**src/inc/tsec_pkg.sv**
```systemverilog
// package: register map, field layouts and defaults of the two-stage event controller
package tsec_pkg;
  localparam int NUM_IDS = 32;
  localparam int NUM_EVT = 16;
  localparam int LVL_W = 4;
  localparam int GP_LO = 7;
  localparam int GP_HI = 15;
  localparam int SYNC_STAGES = 2;

  // byte addresses of the registers
  localparam logic [11:0] OFF_LATCH = 12'h000;
  localparam logic [11:0] OFF_MASK = 12'h004;
  localparam logic [11:0] OFF_PEND = 12'h008;
  localparam logic [11:0] OFF_PMASK = 12'h00c;
  localparam logic [11:0] OFF_PSTAT = 12'h010;
  localparam logic [11:0] OFF_PWAKE = 12'h014;
  localparam logic [11:0] OFF_CTRL = 12'h018;
  localparam logic [11:0] OFF_ASSIGN0 = 12'h020;
  localparam logic [11:0] OFF_ASSIGN3 = 12'h02c;
  localparam int ASSIGN_REGS = 4;
  localparam int IDS_PER_ASSIGN = 8;

  localparam int CTRL_GIE_BIT = 0;
  localparam int CTRL_SUPER_BIT = 1;

  localparam logic [15:0] LATCH_RST = 16'h0000;
  localparam logic [15:0] MASK_RST = 16'h0000;
  localparam logic [31:0] PMASK_RST = 32'h00000000;
  localparam logic [31:0] PWAKE_RST = 32'h00000000;

  // default level per ID, four bits each, ID 0 in the low nibble
  localparam logic [127:0] ASSIGN_RST = {
    4'hd, 4'hd, 4'hd,
    4'hc, 4'hc, 4'hc, 4'hc, 4'hc, 4'hc, 4'hc, 4'hc, 4'hc, 4'hc,
    4'hb, 4'hb, 4'hb, 4'hb,
    4'ha, 4'ha, 4'ha, 4'ha, 4'ha, 4'ha,
    4'h9, 4'h9, 4'h9, 4'h9,
    4'h8, 4'h8,
    4'h7, 4'h7, 4'h7};

  typedef struct packed {
    logic psel;
    logic penable;
    logic pwrite;
    logic [11:0] paddr;
    logic [31:0] pwdata;
  } tsec_apb_req_t;

  typedef struct packed {
    logic pready;
    logic pslverr;
    logic [31:0] prdata;
  } tsec_apb_rsp_t;

  // pipeline side: enter/return strobes for one level
  typedef struct packed {
    logic enter;
    logic ret;
    logic [LVL_W-1:0] level;
  } tsec_pipe_t;
endpackage : tsec_pkg

```
**src/core/tsec_top.sv**
```systemverilog
// top: routing stage, core event stage and apb register slave
// Contract
// - ids 0-2 to 7, 3-4 to 8, 5-8 to 9
// - ids 9-14 default to level 10
// - ids 15-18 default to level 11
// - ids 19-28 default to level 12
// - ids 29-31 default to level 13
// - core latch, mask, pending registers, 16 bits
// - latch set/cleared by hardware; writes need mask clear
// - set mask bit allows service, clear blocks
// - mask and pending accessible only in supervisor
// - global enable and disable instructions
// - pending bit set while event active or nested
// - routing mask, status, wakeup registers, 32 bits
// - set routing mask passes peripheral event
// - status bit mirrors peripheral request level
// - enabled wakeup event wakes idle core
// - pending bits serve as routing acknowledgement; the routing stage here never reads them
// - rising edge sets latch, two cycles detection
// - latch clears when pending sets; next edge queued
// - edge to pending takes at least three cycles
// - levels 7-15, lower number higher priority
// - software can reassign each id's level
`timescale 1ns/1ps
module tsec_top (
  input wire logic pclk,
  input wire logic presetn,
  input wire tsec_pkg::tsec_apb_req_t apb_req,
  output tsec_pkg::tsec_apb_rsp_t apb_rsp,
  input wire logic [tsec_pkg::NUM_IDS-1:0] periph_irq,
  input wire logic [1:0] soft_level_req,
  input wire logic global_irq_on_instr,
  input wire logic global_irq_off_instr,
  input wire logic core_idle,
  input wire tsec_pkg::tsec_pipe_t pipe,
  output logic [tsec_pkg::LVL_W-1:0] service_level,
  output logic service_req,
  output logic [tsec_pkg::NUM_EVT-1:0] core_event_pending,
  output logic wake_req
);
  import tsec_pkg::*;

  typedef enum logic [1:0] {
    ST_IDLE,
    ST_ARMED
  } tsec_dispatch_t;

  function automatic logic [LVL_W-1:0] id_level(input logic [127:0] map, input int id);
    id_level = map[id*LVL_W +: LVL_W];
  endfunction : id_level

  logic [127:0] assign_q;
  logic [NUM_IDS-1:0] pmask_q;
  logic [NUM_IDS-1:0] pwake_q;
  logic [NUM_IDS-1:0] pstat_q;
  logic [NUM_EVT-1:0] latch_q;
  logic [NUM_EVT-1:0] mask_q;
  logic [NUM_EVT-1:0] pend_q;
  logic [NUM_EVT-1:0] sync1_q;
  logic [NUM_EVT-1:0] sync2_q;
  logic [NUM_EVT-1:0] prev_q;
  logic [NUM_EVT-1:0] gp_in;
  logic [NUM_EVT-1:0] edge_det;
  logic [NUM_EVT-1:0] pend_set;
  logic [NUM_EVT-1:0] pend_clr;
  logic [NUM_EVT-1:0] ready_evt;
  logic [NUM_EVT-1:0] busy;
  logic gie_q;
  logic super_q;
  logic wake_q;
  logic [LVL_W-1:0] svc_lvl_q;
  logic svc_req_q;
  logic [31:0] prdata_q;
  logic pslverr_q;
  tsec_dispatch_t disp_q;

  logic acc;
  logic wr;
  logic rd;
  logic [11:0] addr;
  assign acc = apb_req.psel && apb_req.penable;
  assign wr = acc && apb_req.pwrite;
  assign rd = acc && !apb_req.pwrite;
  assign addr = apb_req.paddr;

  // routing: or of unmasked requests per assigned level
  always_comb begin
    gp_in = '0;
    for (int i = 0; i < NUM_IDS; i++) begin
      if (periph_irq[i] && pmask_q[i]) begin
        gp_in[id_level(assign_q, i)] = 1'b1;
      end
    end
    gp_in[GP_HI-1] = gp_in[GP_HI-1] | soft_level_req[0];
    gp_in[GP_HI] = gp_in[GP_HI] | soft_level_req[1];
    for (int l = 0; l < GP_LO; l++) begin
      gp_in[l] = 1'b0;
    end
  end

  always_ff @(posedge pclk or negedge presetn) begin
    if (!presetn) begin
      pstat_q <= '0;
    end else begin
      pstat_q <= periph_irq;
    end
  end

  // wake only while the core sits idle
  always_ff @(posedge pclk or negedge presetn) begin
    if (!presetn) begin
      wake_q <= 1'b0;
    end else begin
      wake_q <= core_idle && |(periph_irq & pwake_q);
    end
  end

  // two-flop edge detection on each level input
  always_ff @(posedge pclk or negedge presetn) begin
    if (!presetn) begin
      sync1_q <= '0;
      sync2_q <= '0;
      prev_q <= '0;
    end else begin
      sync1_q <= gp_in;
      sync2_q <= sync1_q;
      prev_q <= sync2_q;
    end
  end
  assign edge_det = sync2_q & ~prev_q;

  // pipeline reports entry and return of a level
  always_comb begin
    pend_set = '0;
    pend_clr = '0;
    if (pipe.enter) begin
      pend_set[pipe.level] = 1'b1;
    end
    if (pipe.ret) begin
      pend_clr[pipe.level] = 1'b1;
    end
  end

  always_ff @(posedge pclk or negedge presetn) begin
    if (!presetn) begin
      pend_q <= '0;
    end else begin
      // entering wins over a return in the same cycle
      pend_q <= (pend_q & ~pend_clr) | pend_set;
    end
  end

  // latch: a new edge wins over both clears, so no event is lost
  always_ff @(posedge pclk or negedge presetn) begin
    if (!presetn) begin
      latch_q <= LATCH_RST;
    end else begin
      for (int e = 0; e < NUM_EVT; e++) begin
        if (edge_det[e]) begin
          latch_q[e] <= 1'b1;
        end else if (pend_set[e]) begin
          latch_q[e] <= 1'b0;
        end else if (wr && addr == OFF_LATCH && !mask_q[e]) begin
          latch_q[e] <= apb_req.pwdata[e];
        end
      end
    end
  end

  always_ff @(posedge pclk or negedge presetn) begin
    if (!presetn) begin
      mask_q <= MASK_RST;
    end else if (wr && addr == OFF_MASK && super_q) begin
      mask_q <= apb_req.pwdata[NUM_EVT-1:0];
    end
  end

  always_ff @(posedge pclk or negedge presetn) begin
    if (!presetn) begin
      gie_q <= 1'b0;
      super_q <= 1'b1;
    end else begin
      if (global_irq_on_instr) begin
        gie_q <= 1'b1;
      end else if (global_irq_off_instr) begin
        gie_q <= 1'b0;
      end else if (wr && addr == OFF_CTRL) begin
        gie_q <= apb_req.pwdata[CTRL_GIE_BIT];
      end
      if (wr && addr == OFF_CTRL) begin
        super_q <= apb_req.pwdata[CTRL_SUPER_BIT];
      end
    end
  end

  always_ff @(posedge pclk or negedge presetn) begin
    if (!presetn) begin
      pmask_q <= PMASK_RST;
      pwake_q <= PWAKE_RST;
    end else begin
      if (wr && addr == OFF_PMASK) begin
        pmask_q <= apb_req.pwdata;
      end
      if (wr && addr == OFF_PWAKE) begin
        pwake_q <= apb_req.pwdata;
      end
    end
  end

  always_ff @(posedge pclk or negedge presetn) begin
    if (!presetn) begin
      assign_q <= ASSIGN_RST;
    end else begin
      for (int r = 0; r < ASSIGN_REGS; r++) begin
        if (wr && addr == OFF_ASSIGN0 + 12'(4 * r)) begin
          assign_q[r*32 +: 32] <= apb_req.pwdata;
        end
      end
    end
  end

  // an event entering this cycle already counts as active, so it is not offered again once it enters
  assign busy = pend_q | pend_set;

  // highest-priority ready event: lowest number, only above any active one
  always_comb begin
    ready_evt = latch_q & mask_q;
    if (!gie_q) begin
      ready_evt = '0;
    end
  end

  always_ff @(posedge pclk or negedge presetn) begin
    if (!presetn) begin
      svc_lvl_q <= '0;
      svc_req_q <= 1'b0;
      disp_q <= ST_IDLE;
    end else begin
      svc_req_q <= 1'b0;
      case (disp_q)
        ST_IDLE: begin
          for (int e = GP_HI; e >= GP_LO; e--) begin
            if (ready_evt[e] && !busy[e] && (busy & ((16'h0001 << e) - 16'h0001)) == '0) begin
              svc_lvl_q <= LVL_W'(e);
              svc_req_q <= 1'b1;
            end
          end
          if (|ready_evt) begin
            disp_q <= ST_ARMED;
          end
        end
        ST_ARMED: begin
          // the request is a one-cycle offer; re-offer after a short gap
          disp_q <= ST_IDLE;
        end
        default: begin
          disp_q <= ST_IDLE;
        end
      endcase
    end
  end

  always_ff @(posedge pclk or negedge presetn) begin
    if (!presetn) begin
      prdata_q <= '0;
      pslverr_q <= 1'b0;
    end else if (apb_req.psel && !apb_req.penable) begin
      pslverr_q <= 1'b0;
      prdata_q <= '0;
      case (addr)
        OFF_LATCH: prdata_q <= {16'h0000, latch_q};
        OFF_MASK: begin
          if (super_q) begin
            prdata_q <= {16'h0000, mask_q};
          end else begin
            pslverr_q <= 1'b1;
          end
        end
        OFF_PEND: begin
          if (super_q) begin
            prdata_q <= {16'h0000, pend_q};
          end else begin
            pslverr_q <= 1'b1;
          end
        end
        OFF_PMASK: prdata_q <= pmask_q;
        OFF_PSTAT: prdata_q <= pstat_q;
        OFF_PWAKE: prdata_q <= pwake_q;
        OFF_CTRL: prdata_q <= {30'h00000000, super_q, gie_q};
        default: begin
          if (addr >= OFF_ASSIGN0 && addr <= OFF_ASSIGN3 && addr[1:0] == 2'h0) begin
            prdata_q <= assign_q[addr[3:2]*32 +: 32];
          end else begin
            pslverr_q <= 1'b1;
          end
        end
      endcase
    end
  end

  assign apb_rsp = '{pready: 1'b1, pslverr: acc && pslverr_q, prdata: prdata_q};
  assign service_level = svc_lvl_q;
  assign service_req = svc_req_q;
  assign core_event_pending = pend_q;
  assign wake_req = wake_q;
endmodule : tsec_top

```
**config.mk**
```make
export PLATFORM = sky130hd
export DESIGN_NAME = tsec_top
export DESIGN_NICKNAME = d
export VERILOG_FILES = /design/src/inc/tsec_pkg.sv /design/src/core/tsec_top.sv
export SDC_FILE = /design/constraint.sdc
export NUM_CORES = 1
export LEC_CHECK = 0
export BUFFER_PORTS_ARGS = -buffer_cell sky130_fd_sc_hd__buf_4
export CAP_MARGIN = 20
export CORE_MARGIN = 2
export CORE_UTILIZATION = 47
export DETAILED_ROUTE_END_ITERATION = 16
export PLACE_DENSITY = 0.79
export SYNTH_ARGS = -nofsm -noshare
export SYNTH_HDL_FRONTEND = slang
export SYNTH_SLANG_ARGS = --single-unit
```
**constraint.sdc**
```tcl
create_clock -name pclk -period 2.2 [get_ports pclk]
set_clock_uncertainty 0.05 [all_clocks]
set_input_delay 0.44 -clock pclk [delete_from_list [all_inputs] [get_ports pclk]]
set_output_delay 0.44 -clock pclk [all_outputs]
set_load 0.05 [all_outputs]
```
* After elaboration in Yosys (flattened, before gate mapping) *
Cells that the tools add are included.

word-level totals
  input bits = 92
  flip-flop bits (word level) = 342
  output and inout port bits = 56
  memories = 0
  bits in latches = 0
  memory bits (read-only) = 0
  logic and storage cells = 514
  RAM bits = 0

operators by class
  eq/ne operators = 11
  bitwise gates (word level) = 41
  $lt $le $gt $ge = 68
  div/mod/pow operators = 0
  muxes and demuxes = 180
  shifts and indexed selects = 1
  reductions and logical operators = 177
  $add $sub $neg = 0
  $mul = 0

operators with widths
  operator                                                            count
  two-way mux 16 bit                                                  37
  bitwise OR 16 bit                                                   33
  case mux 32 bit (7 select lines)                                    1
  less-than comparator 4 x 5 -> 1 bit, second input constant          33
  logical NOT 16 bit                                                  9
  demux 1 bit (select 4 bit)                                          33
  greater-or-equal comparator 4 x 1 -> 1 bit, second input constant   33
  variable part select 128 x 8 -> 32 bit                              1
  logical AND 1 bit                                                   116
  two-way mux 1 bit                                                   96
  nonzero test 3 bit                                                  17
  bitwise AND 16 bit                                                  3
  equality test 12 x 6 -> 1 bit, second input constant                4
  equality test 12 x 5 -> 1 bit, second input constant                3
  two-way mux 4 bit                                                   9
  bitwise AND 32 bit                                                  1
  two-way mux 32 bit                                                  1
  inverter 16 bit                                                     2
  OR reduction 32 bit                                                 1
  logical NOT 1 bit                                                   26
  equality test 12 x 4 -> 1 bit, second input constant                2
  OR reduction 16 bit                                                 1
  equality test 12 x 3 -> 1 bit, second input constant                1
  greater-or-equal comparator 12 x 6 -> 1 bit, second input constant  1
  other kinds (11)                                                    14

* Longest topological paths before layout *
  word-level depth = 68
  mapped depth = 10
  depth with buffers taken out = 6

* Least setup slack after synthesis *
No wires, ideal clock.

  path kind = reg-to-reg
  start point = register pend_q[7], in the netlist core_event_pending[7]
  end point = register svc_lvl_q[0], in the netlist service_level[0]
  setup time = 0.128 ns
  buffers on the path = 0
  data required time = 2.022 ns
  slack = -0.179 ns
  period minus slack after synthesis = 2.379 ns
  data arrival time = 2.201 ns
  stages on the path, launching flop included = 7
  cells stage by stage = dfrtp_1 or4_1 nor3_2 nand3_1 o21ai_1 o31ai_1 mux2_1

on the way
  cells in the longest elaborated chain, start to end = 11
  elaborated cells on any way between the ends = 30
  classes of those cells = mux: 8; bitwise: 1; reduce/logical: 21

RTL lines
  item                            RTL line         text
  start, declared                 tsec_top.sv:58   logic [NUM_EVT-1:0] pend_q;
  start signal, assigned          tsec_top.sv:149  pend_q <= (pend_q & ~pend_clr) | pend_set;
  bitwise OR 16 bit *             tsec_top.sv:223  assign busy = pend_q | pend_set;
  logical NOT 16 bit              tsec_top.sv:243  if (ready_evt[e] && !busy[e] && (busy & ((16'h0001 << e) - 16'h0001)) == '0) begin
  logical AND 1 bit               tsec_top.sv:243
  two-way mux 4 bit (8 in a row)  tsec_top.sv:243
  end signal, assigned            tsec_top.sv:244  svc_lvl_q <= LVL_W'(e);
  end, declared                   tsec_top.sv:71   logic [LVL_W-1:0] svc_lvl_q;

Mark *: on every way between the ends. The rest lies on a longest branch, timed or not.
A chain may end at the register's enable or synchronous reset.

* Final worst setup path *
  start point = register pmask_q[6]
  end point = register sync1_q[12]

on the way
  cells in the longest elaborated chain, start to end = 52

RTL lines
  item                                RTL line         text
  start, declared                     tsec_top.sv:53   logic [NUM_IDS-1:0] pmask_q;
  start signal, assigned              tsec_top.sv:202  pmask_q <= apb_req.pwdata;
  logical AND 1 bit *                 tsec_top.sv:90   if (periph_irq[i] && pmask_q[i]) begin
  two-way mux 16 bit *                tsec_top.sv:90
  bitwise OR 16 bit (no source line)  -
  two-way mux 16 bit *                tsec_top.sv:90
  bitwise OR 16 bit (no source line)  -
  two-way mux 16 bit *                tsec_top.sv:90
  bitwise OR 16 bit (no source line)  -
  two-way mux 16 bit *                tsec_top.sv:90
  (+37 left out)                      -
  two-way mux 16 bit *                tsec_top.sv:90
  bitwise OR 16 bit (no source line)  -
  two-way mux 16 bit *                tsec_top.sv:90
  bitwise OR 16 bit (no source line)  -
  two-way mux 16 bit *                tsec_top.sv:90
  bitwise OR 16 bit (no source line)  -
  two-way mux 16 bit *                tsec_top.sv:90
  named net gp_in[12]                 tsec_top.sv:62   logic [NUM_EVT-1:0] gp_in;
  end signal, assigned                tsec_top.sv:125  sync1_q <= gp_in;
  end, declared                       tsec_top.sv:59   logic [NUM_EVT-1:0] sync1_q;

Mark *: on every way through the listed nets, which the timed path passes. The rest lies on a longest branch.

==> results.toml <==
[outcome]
status = "complete, but fails checks"
violations = "setup timing"

[placed_design]
placed_area_sq_um = 22900
gp_congestion = 1.13
placed_cells = 2569
place_hpwl_um = 74300
numPortBuffers = 146
post-place-ws_ns = -0.314

[drt]
viasPerCell = 6.77
drc = 0
wl_per_cell_um = 35.0
ant_nets = 0
vias = 18000
drt_iter0_drc = 2143
wirelength_um = 93100
first_pass_iters = 6

[final_layout]
final_common_cell = "buf_4"
fin_area_sq_um = 24500
fin_cells = 2659
drive_above_1_share_pct = 47.3
area_growth_pct = 35.9
nets = 2204
final_cell_mix = "buf_4 (535), dfrtp_1 (258), mux2_2 (150)"

[yosys]
synth.cell_area_sq_um = 18000
synthArstFlopShare_pct = 100
avgSynthCellArea_sq_um = 11.4
synth_seq_cells = 341
synth_warnings = 0
synth_nets = 1672
synthCells = 1580
synth_edf_count = 0
yosys.cell_types.count = 75
synth_top_flop_cell = "dfrtp_1"
ys_seq_area_share_pct = 47.9

[sta]
slew_viol_final = 0
finalSetupViolCount = 3
rsz0062_at_grt = "yes"
finalCritPeriodShare_pct = 102
relSlewSlack_pct = 43.6
period_needed_ns = 2.24
fin_hold_ws_ns = 0.0115
hold_violations = 0
tightest_slew_ns = 0.844
max_freq_ghz = 0.446
fin_ws_ns = -0.0445
fin_setup_tns_ns = -0.0640

[worst_setup_path]
crit_required_ns = 2.53
slowest_stage = "nor4_1"
path_delay_family = "simple AND/OR/NAND/NOR gates"
r2r_slack_ns = -0.04
end_kind = "register"
critPathKind = "reg2reg"
crit_buf_inv = 1
critPathLaunchType = "register"
cp_cell_sequence = "buf_4 > nand4_1 > nor3_1 > nor4_1 > and3_1 > nand4_1"
regToRegEndpoint = "sync1_q[12]$_DFF_PN0_"
arrival_ns = 2.58
crit_path_frequent_cell = "nand4_1"
crit_fanout = 4
cpPeakStageDelay_ns = 0.58
worst_r2r_path_depth = 6
r2r_start = "pmask_q[6]$_DFFE_PN0P_"

[worst_hold_path]
whs_path_depth = 1
hold_end = "pstat_q[12]$_DFF_PN0_"
worstHoldStart = "periph_irq[12]"
holdCritPathClass = "in2reg"

[global_routing]
antenna_found_initial = 9
grt_pass1_vias = 17800
grt_pass1_wl_um = 130000
grt_usage_pct = 47.3
grt_max_degree = 61
gr-total-overflow = 0

[run]
max_cap_violations = 0

[die]
die-area_sq_um = 39900
boundaryPins = 148
die-width_um = 200
core-area_sq_um = 37700
die_y_um = 200
num_rows = 71
start_util_pct = 47.8

[clock_network]
clock_sinks = 341
ctsHtreeMaxLevel = 2
path_clk_slew_ns = 0.06
cts-buffers-inserted = 38
clockBufferDepth = 3
clock_latency_ns = 0.57
root_buffer = "clkbuf_16"
cts_tree = "yes"

[pwr]
p_leak_nw = 10.9
ir_worst_vdd_mv = 0.533
cellPowerDensity_nw_per_um2 = 591
area by class of cell:
| type | count | area (sq um) |
|---|---|---|
| clock inverters | 21 | 198 |
| clock buffers | 48 | 1030 |
| inverters | 38 | 143 |
| well taps | 511 | 639 |
| multi-input cells | 1124 | 9190 |
| repair buffers | 569 | 4620 |
| flip-flops and latches | 341 | 8640 |
| diodes | 7 | 17.5 |
| fillers | 2908 | 13200 |
worst register-to-register path, delay by kind of cell, from the launching register on:
| kind | cells | cell delay, ns |
|---|---|---|
| and+or+nand+nor | 5 | 1.38 |
| DFF | 1 | 0.43 |
| buffers and inverters | 1 | 0.19 |
kinds of logic after synthesis:
group / share of synthesized area [%]
DFF: 47.9
muxes: 19.7
other: 0.0208
and+or+nand+nor: 17.0
AOI/OAI and AO/OA: 12.4
buffers and inverters: 3.01
flip-flops by register name, indices dropped and copies added, names as in the netlist, 16 cells and up:
register,cells
assign_q,128
pmask_q,32
prdata_q,32
pstat_q,32
pwake_q,32
core_event_pending,16
latch_q,16
mask_q,16
worst max-delay path by stage:
stage / start / to / slack (ns) / cells after the start
6_report: pmask_q[6]$_DFFE_PN0P_ / sync1_q[12]$_DFF_PN0_ / -0.04 / 6
5_1_grt: core_event_pending[2]$_DFF_PN0_ / service_level[0]$_DFFE_PN0P_ / -0.08 / 7
4_1_cts: assign_q[63]$_DFFE_PN1P_ / sync1_q[7]$_DFF_PN0_ / -0.01 / 8
3_5_place_dp: periph_irq[13] / sync1_q[7]$_DFF_PN0_ / -0.31 / 9
3_3_place_gp: assign_q[72]$_DFFE_PN1P_ / sync1_q[12]$_DFF_PN0_ / -0.28 / 8
2_1_floorplan: core_event_pending[3]$_DFF_PN0_ / service_level[0]$_DFFE_PN0P_ / -0.05 / 6
per-stage QoR:
stage | power (mW) | util, %
after floorplan | 7.16 | -
after global placement | 8.09 | 60.7
after detailed placement | 8.13 | 60.7
after CTS | 14.4 | 64.4
after global routing | 14.8 | 64.9
final | 14.5 | 65.0
repair_timing:
| action | in CTS | in global routing |
|---|---|---|
| buffers inserted | 3 | 10 |
| hold buffers | 4 | 0 |
| setup endpoints to repair | 9 | 13 |
| resized for setup | 24 | 28 |
| pin swaps | 12 | 14 |
| endpoints found under the hold margin | 40 | 0 |
where the power goes:
group / total (mW) / internal (mW) / switching, mW
Combinational: 1.53 / 0.547 / 0.985
Sequential: 6.54 / 6.42 / 0.123
Clock: 6.40 / 3.59 / 2.80
Total: 14.5 / 10.6 / 3.91
per-layer routing:
metal	vias to the layer above	share of wire [%]	track usage, %	wire length (um)
met1	9091	37	59.1	34400
met4	2	7.9	30.0	7390
met2	1322	45	73.8	42000
met5	-	0.014	0	13
met3	327	10	11.3	9370
li1	7248	-	-	-
cell usage after synthesis, types with 5 or more instances:
| cell | number | area (sq um) |
|---|---|---|
| dfrtp_1 | 268 | 6710 |
| mux2_2 | 150 | 1690 |
| nand2_1 | 105 | 394 |
| nor3_1 | 82 | 410 |
| dfstp_2 | 73 | 1920 |
| nor2_1 | 70 | 263 |
| nand4_1 | 48 | 300 |
| o21ai_0 | 47 | 235 |
| o22ai_1 | 44 | 275 |
| nand3_1 | 43 | 215 |
| inv_1 | 38 | 143 |
| nand2b_1 | 35 | 219 |
| buf_2 | 34 | 170 |
| mux2_1 | 32 | 360 |
| mux2i_1 | 32 | 320 |
| mux4_2 | 32 | 721 |
| nor4_1 | 32 | 200 |
| a21oi_1 | 31 | 155 |
| mux2_4 | 30 | 450 |
| nand4b_1 | 29 | 254 |
| clkbuf_1 | 27 | 101 |
| o32ai_1 | 24 | 210 |
| nor3b_1 | 21 | 158 |
| a221oi_1 | 20 | 175 |
| a21o_1 | 17 | 128 |
| a222oi_1 | 17 | 170 |
| a221o_1 | 15 | 150 |
| o2bb2ai_1 | 13 | 114 |
| or4_1 | 12 | 90.1 |
| a22oi_1 | 11 | 82.6 |
| a31oi_1 | 10 | 62.6 |
| and3_1 | 9 | 56.3 |
| nor2b_1 | 8 | 50.1 |
| a22o_1 | 7 | 61.3 |
| buf_6 | 7 | 78.8 |
| nand3b_1 | 6 | 45.0 |
| o21ai_1 | 6 | 30.0 |
| o311ai_0 | 6 | 52.6 |
| or3_1 | 6 | 37.5 |
| a311oi_1 | 5 | 43.8 |
| buf_1 | 5 | 18.8 |
No activity file was read; power rests on OpenSTA's default activity.
